$ cat config.mk
export PLATFORM = sky130hd
export DESIGN_NAME = cfs_top
export DESIGN_NICKNAME = d
export VERILOG_FILES = /design/src/cfs_pkg.sv /design/src/cfs_wr_if.sv /design/src/cfs_top.sv /design/src/cfs_regfile.sv
export SDC_FILE = /design/constraint.sdc
export NUM_CORES = 1
export LEC_CHECK = 0
export ABC_CLOCK_PERIOD_IN_PS = 6900
export BUFFER_PORTS_ARGS = -buffer_cell sky130_fd_sc_hd__buf_4
export CAP_MARGIN = 0
export CORE_MARGIN = 2
export CORE_UTILIZATION = 31
export DETAILED_ROUTE_END_ITERATION = 12
export PLACE_DENSITY = 0.58
export SYNTH_ARGS = -nofsm -noshare
export SYNTH_HDL_FRONTEND = slang
export SYNTH_SLANG_ARGS = --single-unit
$ cat constraint.sdc
create_clock -name clk_sys_i -period 6.9 [get_ports clk_sys_i]
set_input_delay 1.38 -clock clk_sys_i [delete_from_list [all_inputs] [get_ports clk_sys_i]]
set_output_delay 1.38 -clock clk_sys_i [all_outputs]
set_load 0.03 [all_outputs]
$ cat src/cfs_pkg.sv
// package: register map, reset values and frequency codes for the cpu frequency select logic
package cfs_pkg;
	localparam logic [7:0] CFS_OFF_RECOV_N    = 8'h0B;
	localparam logic [7:0] CFS_OFF_RECOV_M    = 8'h0C;
	localparam logic [7:0] CFS_OFF_PROG_N     = 8'h0D;
	localparam logic [7:0] CFS_OFF_PROG_M     = 8'h0E;
	localparam logic [7:0] CFS_OFF_RSVD_ONES  = 8'h0F;
	localparam logic [7:0] CFS_OFF_RSVD_SPARE = 8'h10;
	localparam logic [7:0] CFS_RST_BYTE       = 8'h00;
	localparam logic [7:0] CFS_RST_RSVD_ONES  = 8'h03;
	localparam int         CFS_BIT_SRC_SEL    = 7;
	localparam int         CFS_BIT_PROG_EN    = 7;
	localparam int         CFS_FS_W           = 5;
	localparam int         CFS_N_W            = 8;
	localparam int         CFS_M_W            = 7;
	localparam int         CFS_FREQ_MIN_MHZ   = 50;
	localparam int         CFS_FREQ_MAX_MHZ   = 248;
	localparam int         CFS_CLK_MHZ        = 20;
	localparam int         CFS_RETUNE_PULSE   = 1;

	typedef enum logic [1:0] {
		CFS_SRC_STRAP = 2'b00,
		CFS_SRC_SEL   = 2'b01,
		CFS_SRC_PROG  = 2'b11,
		CFS_SRC_RECOV = 2'b10
	} cfs_src_t;

	typedef enum logic [1:0] {
		CFS_ST_NORMAL = 2'b00,
		CFS_ST_LOCKED = 2'b01
	} cfs_state_t;
endpackage

$ cat src/cfs_wr_if.sv
// interface: register write strobe and data between top and register file
`timescale 1ns/1ns
interface cfs_wr_if;
	logic       wr_en;
	logic [7:0] wr_addr;
	logic [7:0] wr_data;
	logic [7:0] recov_n;
	logic [7:0] recov_m;
	logic [7:0] prog_n;
	logic [7:0] prog_m;
	logic [7:0] rsvd_ones;
	modport ctl (output wr_en, output wr_addr, output wr_data,
		input recov_n, input recov_m, input prog_n, input prog_m, input rsvd_ones);
	modport regs (input wr_en, input wr_addr, input wr_data,
		output recov_n, output recov_m, output prog_n, output prog_m, output rsvd_ones);
endinterface

$ cat src/cfs_top.sv
// top: cpu frequency selection, recovery lock and register port
//
// What this block does
// RL1: on watchdog time-out the clock moves to a recovery setting, taken from the straps when the source bit is 0 or from the recovery n and m values when it is 1.
// RL2: except in strap recovery, the strap override bit picks the output ratio from the latched straps when clear or from the software select field when set.
// RL3: a write to the recovery n or recovery m value retunes the output.
// RL4: the host is advised to write recovery n and m together in one word or block transaction.
// RL5: with programmable frequency enabled the cpu frequency comes from programmed n and m.
// RL6: a new programmed frequency loads only on a write of the programmed m value, never on n alone.
// RL7: the n and m settings cover cpu frequencies from 50 MHz to 248 MHz.
// RL8: the enable bit is bit 7 of the programmed m byte, resets to 0, and the low seven bits hold m.
// RL9: the low two bits of the first reserved byte reset to one and the host must write them as one.
// RL10: a time-out pulses system reset, loads recovery and locks out frequency writes until watchdog enable is cleared.
// RL11: with programmable frequency off the frequency comes from the straps or the select field per the override bit.
// RL12: every frequency control byte reads back as stored, enable and source bits included.
`timescale 1ns/1ns
module cfs_top
	import cfs_pkg::*;
#(
	parameter int N_W = CFS_N_W,
	parameter int M_W = CFS_M_W
) (
	input  wire logic                clk_sys_i,
	input  wire logic                rstn_i,
	input  wire logic                reg_wr_i,
	input  wire logic                reg_rd_i,
	input  wire logic [7:0]          reg_addr_i,
	input  wire logic [7:0]          reg_wdata_i,
	output logic      [7:0]          reg_rdata_o,
	output logic                     reg_rvalid_o,
	input  wire logic                watchdog_timeout_i,
	input  wire logic                watchdog_enable_i,
	input  wire logic                strap_override_i,
	input  wire logic [CFS_FS_W-1:0] strap_freq_inputs_i,
	input  wire logic [CFS_FS_W-1:0] sw_freq_select_i,
	output logic      [N_W-1:0]      cpu_n_o,
	output logic      [M_W-1:0]      cpu_m_o,
	output logic      [CFS_FS_W-1:0] ratio_select_o,
	output logic                     use_nm_o,
	output logic                     retune_o,
	output logic                     sys_reset_o,
	output logic                     recovery_locked_o
);
	cfs_wr_if wr ();

	// frequency writes are dropped while locked so a hung system stays at the safe clock
	cfs_state_t state;
	cfs_state_t next_state;
	wire        locked    = (state == CFS_ST_LOCKED);
	wire        freq_addr = (reg_addr_i == CFS_OFF_RECOV_N) || (reg_addr_i == CFS_OFF_RECOV_M)
		|| (reg_addr_i == CFS_OFF_PROG_N) || (reg_addr_i == CFS_OFF_PROG_M);
	wire        wr_ok     = reg_wr_i && !(locked && freq_addr); // see RL10

	assign wr.wr_en   = wr_ok;
	assign wr.wr_addr = reg_addr_i;
	assign wr.wr_data = reg_wdata_i;

	cfs_regfile u_regs (
		.clk_sys_i (clk_sys_i),
		.rstn_i    (rstn_i),
		.wr        (wr)
	);

	// straps are pins: two flops before use
	logic [CFS_FS_W-1:0] strap_s1;
	logic [CFS_FS_W-1:0] strap_s2;
	logic [1:0]          ovr_s;
	logic [1:0]          to_s;
	logic [1:0]          en_s;
	logic                to_d;
	logic [CFS_FS_W-1:0] strap_latched;
	logic                strap_caught;
	logic [1:0]          strap_fill;

	always_ff @(posedge clk_sys_i or negedge rstn_i) begin
		if (!rstn_i) begin
			strap_s1 <= '0;
			strap_s2 <= '0;
			ovr_s    <= 2'h0;
			to_s     <= 2'h0;
			en_s     <= 2'h0;
			to_d     <= 1'b0;
			strap_fill <= 2'h0;
		end else begin
			strap_s1 <= strap_freq_inputs_i;
			strap_s2 <= strap_s1;
			ovr_s    <= {ovr_s[0], strap_override_i};
			to_s     <= {to_s[0], watchdog_timeout_i};
			en_s     <= {en_s[0], watchdog_enable_i};
			to_d     <= to_s[1];
			strap_fill <= {strap_fill[0], 1'b1};
		end
	end

	// straps latch once, only after the synchroniser has filled, so the reset zeros never latch
	always_ff @(posedge clk_sys_i or negedge rstn_i) begin
		if (!rstn_i) begin
			strap_latched <= '0;
			strap_caught  <= 1'b0;
		end else if (!strap_caught && strap_fill[1]) begin
			strap_latched <= strap_s2;
			strap_caught  <= 1'b1;
		end
	end

	wire timeout_rise = to_s[1] && !to_d;

	always_comb begin
		next_state = state;
		case (state)
			CFS_ST_NORMAL: if (timeout_rise) next_state = CFS_ST_LOCKED; // see RL10
			CFS_ST_LOCKED: if (!en_s[1]) next_state = CFS_ST_NORMAL; // see RL10
			default:       next_state = CFS_ST_NORMAL;
		endcase
	end

	// field views of the stored bytes
	wire              src_nm   = wr.recov_m[CFS_BIT_SRC_SEL];
	wire              prog_en  = wr.prog_m[CFS_BIT_PROG_EN]; // see RL8
	wire [N_W-1:0]    rn       = wr.recov_n[N_W-1:0];
	wire [M_W-1:0]    rm       = wr.recov_m[M_W-1:0];
	wire [N_W-1:0]    pn       = wr.prog_n[N_W-1:0]; // see RL7
	wire [M_W-1:0]    pm       = wr.prog_m[M_W-1:0]; // see RL8

	// n and m are passed to the pll untouched; 50 to 248 MHz is reached by the n/m span
	wire [CFS_FS_W-1:0] ratio_sel = ovr_s[1] ? sw_freq_select_i : strap_latched; // see RL2, RL11

	wire hit_rec  = wr_ok && ((reg_addr_i == CFS_OFF_RECOV_N) || (reg_addr_i == CFS_OFF_RECOV_M));
	wire hit_pm   = wr_ok && (reg_addr_i == CFS_OFF_PROG_M);
	wire enter    = (state == CFS_ST_NORMAL) && timeout_rise;
	// the written enable bit counts at once so mode, n/m and retune land in one cycle
	wire prog_en_next = hit_pm ? reg_wdata_i[CFS_BIT_PROG_EN] : prog_en; // see RL5

	cfs_src_t src;
	cfs_src_t next_src;
	always_comb begin
		next_src = src;
		if (enter)
			next_src = src_nm ? CFS_SRC_RECOV : CFS_SRC_STRAP; // see RL1
		else if (!locked)
			next_src = prog_en_next ? CFS_SRC_PROG : (ovr_s[1] ? CFS_SRC_SEL : CFS_SRC_STRAP);
	end

	// prog n/m are sampled only on an m write, so n alone never moves the clock
	logic [N_W-1:0] load_n;
	logic [M_W-1:0] load_m;
	always_ff @(posedge clk_sys_i or negedge rstn_i) begin
		if (!rstn_i) begin
			load_n <= '0;
			load_m <= '0;
		end else if (hit_pm) begin
			load_n <= pn; // see RL6
			load_m <= reg_wdata_i[M_W-1:0]; // see RL5, RL6
		end
	end

	// any accepted recovery write retunes, even when the pll runs from another source
	wire next_retune = enter || hit_rec // see RL3
		|| (hit_pm && reg_wdata_i[CFS_BIT_PROG_EN]); // see RL6

	logic [N_W-1:0]      next_n;
	logic [M_W-1:0]      next_m;
	always_comb begin
		case (next_src)
			CFS_SRC_RECOV: begin
				next_n = rn; // see RL1, RL3
				next_m = rm;
			end
			CFS_SRC_PROG: begin
				next_n = hit_pm ? pn : load_n; // see RL5
				next_m = hit_pm ? reg_wdata_i[M_W-1:0] : load_m;
			end
			default: begin
				next_n = '0;
				next_m = '0;
			end
		endcase
	end

	wire [7:0] rd_mux =
		(reg_addr_i == CFS_OFF_RECOV_N)   ? wr.recov_n :
		(reg_addr_i == CFS_OFF_RECOV_M)   ? wr.recov_m :
		(reg_addr_i == CFS_OFF_PROG_N)    ? wr.prog_n :
		(reg_addr_i == CFS_OFF_PROG_M)    ? wr.prog_m :
		(reg_addr_i == CFS_OFF_RSVD_ONES) ? wr.rsvd_ones : 8'h00; // see RL12

	always_ff @(posedge clk_sys_i or negedge rstn_i) begin
		if (!rstn_i) begin
			state             <= CFS_ST_NORMAL;
			src               <= CFS_SRC_STRAP;
			cpu_n_o           <= '0;
			cpu_m_o           <= '0;
			ratio_select_o    <= '0;
			use_nm_o          <= 1'b0;
			retune_o          <= 1'b0;
			sys_reset_o       <= 1'b0;
			recovery_locked_o <= 1'b0;
			reg_rdata_o       <= 8'h00;
			reg_rvalid_o      <= 1'b0;
		end else begin
			state             <= next_state;
			src               <= next_src;
			cpu_n_o           <= next_n;
			cpu_m_o           <= next_m;
			// recovery from straps ignores override and uses the latched code
			ratio_select_o    <= (next_src == CFS_SRC_STRAP) ? strap_latched : ratio_sel; // see RL1
			use_nm_o          <= (next_src == CFS_SRC_RECOV) || (next_src == CFS_SRC_PROG);
			retune_o          <= next_retune;
			sys_reset_o       <= enter; // see RL10
			recovery_locked_o <= (next_state == CFS_ST_LOCKED);
			reg_rdata_o       <= reg_rd_i ? rd_mux : reg_rdata_o;
			reg_rvalid_o      <= reg_rd_i;
		end
	end
endmodule

$ cat src/cfs_regfile.sv
// register file: the five frequency control bytes
`timescale 1ns/1ns
module cfs_regfile
	import cfs_pkg::*;
(
	input  wire logic clk_sys_i,
	input  wire logic rstn_i,
	cfs_wr_if.regs    wr
);
	wire hit_rn = wr.wr_en && (wr.wr_addr == CFS_OFF_RECOV_N);
	wire hit_rm = wr.wr_en && (wr.wr_addr == CFS_OFF_RECOV_M);
	wire hit_pn = wr.wr_en && (wr.wr_addr == CFS_OFF_PROG_N);
	wire hit_pm = wr.wr_en && (wr.wr_addr == CFS_OFF_PROG_M);
	wire hit_ro = wr.wr_en && (wr.wr_addr == CFS_OFF_RSVD_ONES);

	always_ff @(posedge clk_sys_i or negedge rstn_i) begin
		if (!rstn_i) begin
			wr.recov_n   <= CFS_RST_BYTE;
			wr.recov_m   <= CFS_RST_BYTE;
			wr.prog_n    <= CFS_RST_BYTE;
			wr.prog_m    <= CFS_RST_BYTE; // see RL8
			wr.rsvd_ones <= CFS_RST_RSVD_ONES; // see RL9
		end else begin
			if (hit_rn) wr.recov_n <= wr.wr_data;
			if (hit_rm) wr.recov_m <= wr.wr_data;
			if (hit_pn) wr.prog_n <= wr.wr_data;
			if (hit_pm) wr.prog_m <= wr.wr_data;
			if (hit_ro) wr.rsvd_ones <= wr.wr_data;
		end
	end
endmodule

==> impl_results.md <==
- DRT iter0 DRCs: 150
- Met2 Wirelength: approximately 5100 microns
- Final setup TNS: 0 ps
- Final WL: slightly above 10000 microns
- Initial DRT Pass Iterations: 4
- Sink Count: between 100 and 150
- CTS tree: done
- Minimum clock period: roughly 4000 ps
- Max Cap Violations: 0
- R2R cell count: 5
- I/O pins: 66
- Largest cells by area after synthesis: dfrtp_1 (63%), mux2_2 (11%), nand2_1 (5.3%)
- Vias per cell: 4.754
- Die height: between 100 and 150 microns
- Worst-margin pin slew: between 900 and 1000 ps
- Cells after Synth: about 350
- Rel. slew slack: about 38%
- Worst reg2reg setup slack: 3910 ps
- FILL cells: between 1000 and 1500
- Stages on the worst setup path: 6
- Hold-fix buffers, CTS: 0
- GRT Util Overall: around 14%
- Mapped Area: 4564 sq um
- Final Max Tran Viols: 0
- CP Max Fanout: 25
- Syn. warnings: 0
- Synth unique cells: 37
- # rows: 44
- Count leader, synth: dfrtp_1
- Post-synth top cells: dfrtp_1 (115), nand2_1 (65), mux2_2 (43), nor2_1 (20), a311oi_1 (15)
- Top cell type's share of synthesized area: between 60% and 70%
- Worst vdd ir: between 0.15 and 0.2 mV
- Placed instance area: approximately 5200 sq um
- Clk_lat worst skew: 400 ps
- Worst Setup EP: cpu_n_o[0]
- CORE AREA: 14480 sq um
- Resized Gates After CTS: 0
- Area Growth Syn to Fin: 28.26%
- Met3 WL post-DR: 327 microns
- Port Buffers: 65
- Root Buffer Master: clkbuf_16
- ANT cells: 0
- Post-CTS Setup Repair Bufs: 0
- CP delay by family, top: simple AND/OR/NAND/NOR gates
- Worst Path Buf+Inv: 1
- Crit-path slowest cell: or4b_1
- Final Hold Vio Count: 0
- Post-synthesis sequential area ratio: 64.20%
- Worst setup EP type: flip-flop
- Net count after synthesis: 378
- Via count: 2924
- Wl on met1: between 4000 and 5000 microns
- Non-Filler Cell Area, Final: just under 6000 sq um
- Die area: between 15000 and 20000 sq um
- Total leakage power: between 2 and 3 nW
- Pwr dens: 301.5 nW/um^2
- Largest net degree at the start of global routing: 62
- Crit Reg-Reg Startpoint: state[0]
- RSZ-0062 raised after global routing: false
- Synth Flop Type: dfrtp_1
- H-tree depth: 4
- Proportion of layout cells with a drive suffix above 1: ~38%
- Die X-Extent: approximately 130 microns
- First-pass GRT wire length: around 16000 microns
- Class of the tightest hold or removal check: flip-flop to flip-flop
- Vias in the first global route: 3065
- Crit Path Category: input port to flip-flop
- # setup viols final: 0
- Worst-path clk slew: roughly 60 ps
- Leading area contributor after synthesis: dfrtp_1
- Antenna viol nets, final: 0
- Initial Util: 31.52%
- Routed wire per std cell: between 15 and 20 microns
- Origin of the worst setup path: reg_addr_i[6]
- Area of the multi-input gates: roughly 1500 sq um
- Yosys reg bits: approximately 120
- Syn avg cell area: around 13 sq um
- Fmax: around 0.25 GHz
- Status: finished clean
- Longest Clk Path Bufs: 2
- Slowest stage delay, CP: about 700 ps
- Top sig layer: met4
- Post-synth EDFFs: 0
- CP Cell Sequence: buf_4 > or4b_4 > or4b_1 > or2_1 > a21oi_4 > a311oi_1
- Initial antenna violation count: 0
- Drt drc: 0
- Tcrit/Tclk final: between 50 and 60%
- Fraction of registers with async set/reset: 100.0%
- Skew final: ~8.7 ps
- RR Endpoint: cpu_n_o[0]
- Seq. cell area: between 2000 and 3000 sq um
- Critical Path RT: just over 7000 ps
- GP Congestion: 0.7691
- Startpoint Class: input port
- CTS Buf Count: 17
- DP Wirelength: between 6000 and 7000 microns
- Crit path DAT: ~4200 ps
- Final net count: approximately 450
- GRT overflow: 0
placed cells by master (no fill, tap or decap), types with 2 or more instances in the layout:
| cell type | instances |
|---|---|
| inv_1 | 12 |
| a21o_1 | 2 |
| nor3_2 | 2 |
| nor3_1 | 2 |
| o21ai_0 | 2 |
| clkbuf_16 | 17 |
| a22oi_1 | 8 |
| buf_4 | 68 |
| clkinv_4 | 3 |
| clkinvlp_4 | 2 |
| nand2_1 | 65 |
| mux2_2 | 43 |
| nor2b_1 | 3 |
| o22ai_1 | 8 |
| nor2_1 | 20 |
| bufinv_16 | 4 |
| conb_1 | 2 |
| mux4_2 | 8 |
| nor3b_1 | 2 |
| a21oi_1 | 4 |
| clkinv_2 | 4 |
| dfstp_2 | 2 |
| dfrtp_1 | 115 |
| a311oi_1 | 15 |
cell families (layout without fill, tap and decap cells):
family	count (synthesis)	in the layout	share of synthesized area [%]
other	2	2	0.1645
AO/OA/AOI/OAI	44	44	7.347
multiplexers	51	51	14.56
AND/OR/NAND/NOR	105	105	11.02
flip-flops	117	117	64.20
buffers and inverters	26	112	2.714
power by group:
group          switching, mW  internal, mW
clock network          0.301         0.612
registers             0.0155         0.718
logic                 0.0688        0.0498
total                  0.385          1.38
layer usage:
metal | vias up | track usage (%)
li1 | 1363 | -
met1 | 1497 | 17.13
met2 | 54 | 22.06
met3 | 10 | 3.937
met4 | 0 | 5.359
met5 | - | 0
stage by stage:
step / power (mW) / cells / worst slack, ps / hold WS, ps / util, %
2_1_floorplan: 0.8050 / 345 / 3264 / 331.2 / -
3_5_place_dp: 0.8656 / 583 / 2548 / 336.4 / 36.12
5_1_grt: 1.832 / 615 / 2826 / 354.0 / 40.43
6_report: 1.765 / 615 / 2948 / 344.8 / 40.43
4_1_cts: 1.786 / 615 / 2969 / 349.6 / 40.43
3_3_place_gp: 0.8623 / 583 / 2602 / 334.0 / 36.12
how the worst min path moves through the flow:
stage               endpoint  slack, ps  cells past startpoint          start
2_1_floorplan        en_s[1]        330                      0        en_s[0]
3_3_place_gp   strap_fill[1]        330                      0  strap_fill[0]
3_5_place_dp         en_s[1]        340                      0        en_s[0]
5_1_grt          strap_s2[3]        350                      0    strap_s1[3]
6_report         strap_s2[2]        340                      0    strap_s1[2]
4_1_cts          strap_s2[2]        350                      0    strap_s1[2]
final cells by class:
| class | count | area share (%) |
|---|---|---|
| Clock buffer | 19 | 7.566 |
| Sequential cell | 117 | 50.05 |
| Tap cell | 184 | 3.932 |
| Timing Repair Buffer | 68 | 8.720 |
| Multi-Input combinational cell | 202 | 25.86 |
| Inverter | 12 | 0.7694 |
| Clock inverter | 13 | 3.099 |
flip-flops by register name (all words and copies together), names as in the netlist, 2 cells and up:
name,count
load_m,7
src,2
to_s,2
ovr_s,2
u_regs.wr.rsvd_ones,8
cpu_n_o,8
strap_fill,2
strap_s2,5
ratio_select_o,5
state,2
strap_s1,5
u_regs.wr.recov_m,8
load_n,8
cpu_m_o,7
strap_latched,5
u_regs.wr.prog_n,8
u_regs.wr.prog_m,8
u_regs.wr.recov_n,8
en_s,2
reg_rdata_o,8
Note: power is estimated with default switching activity, not from simulation.
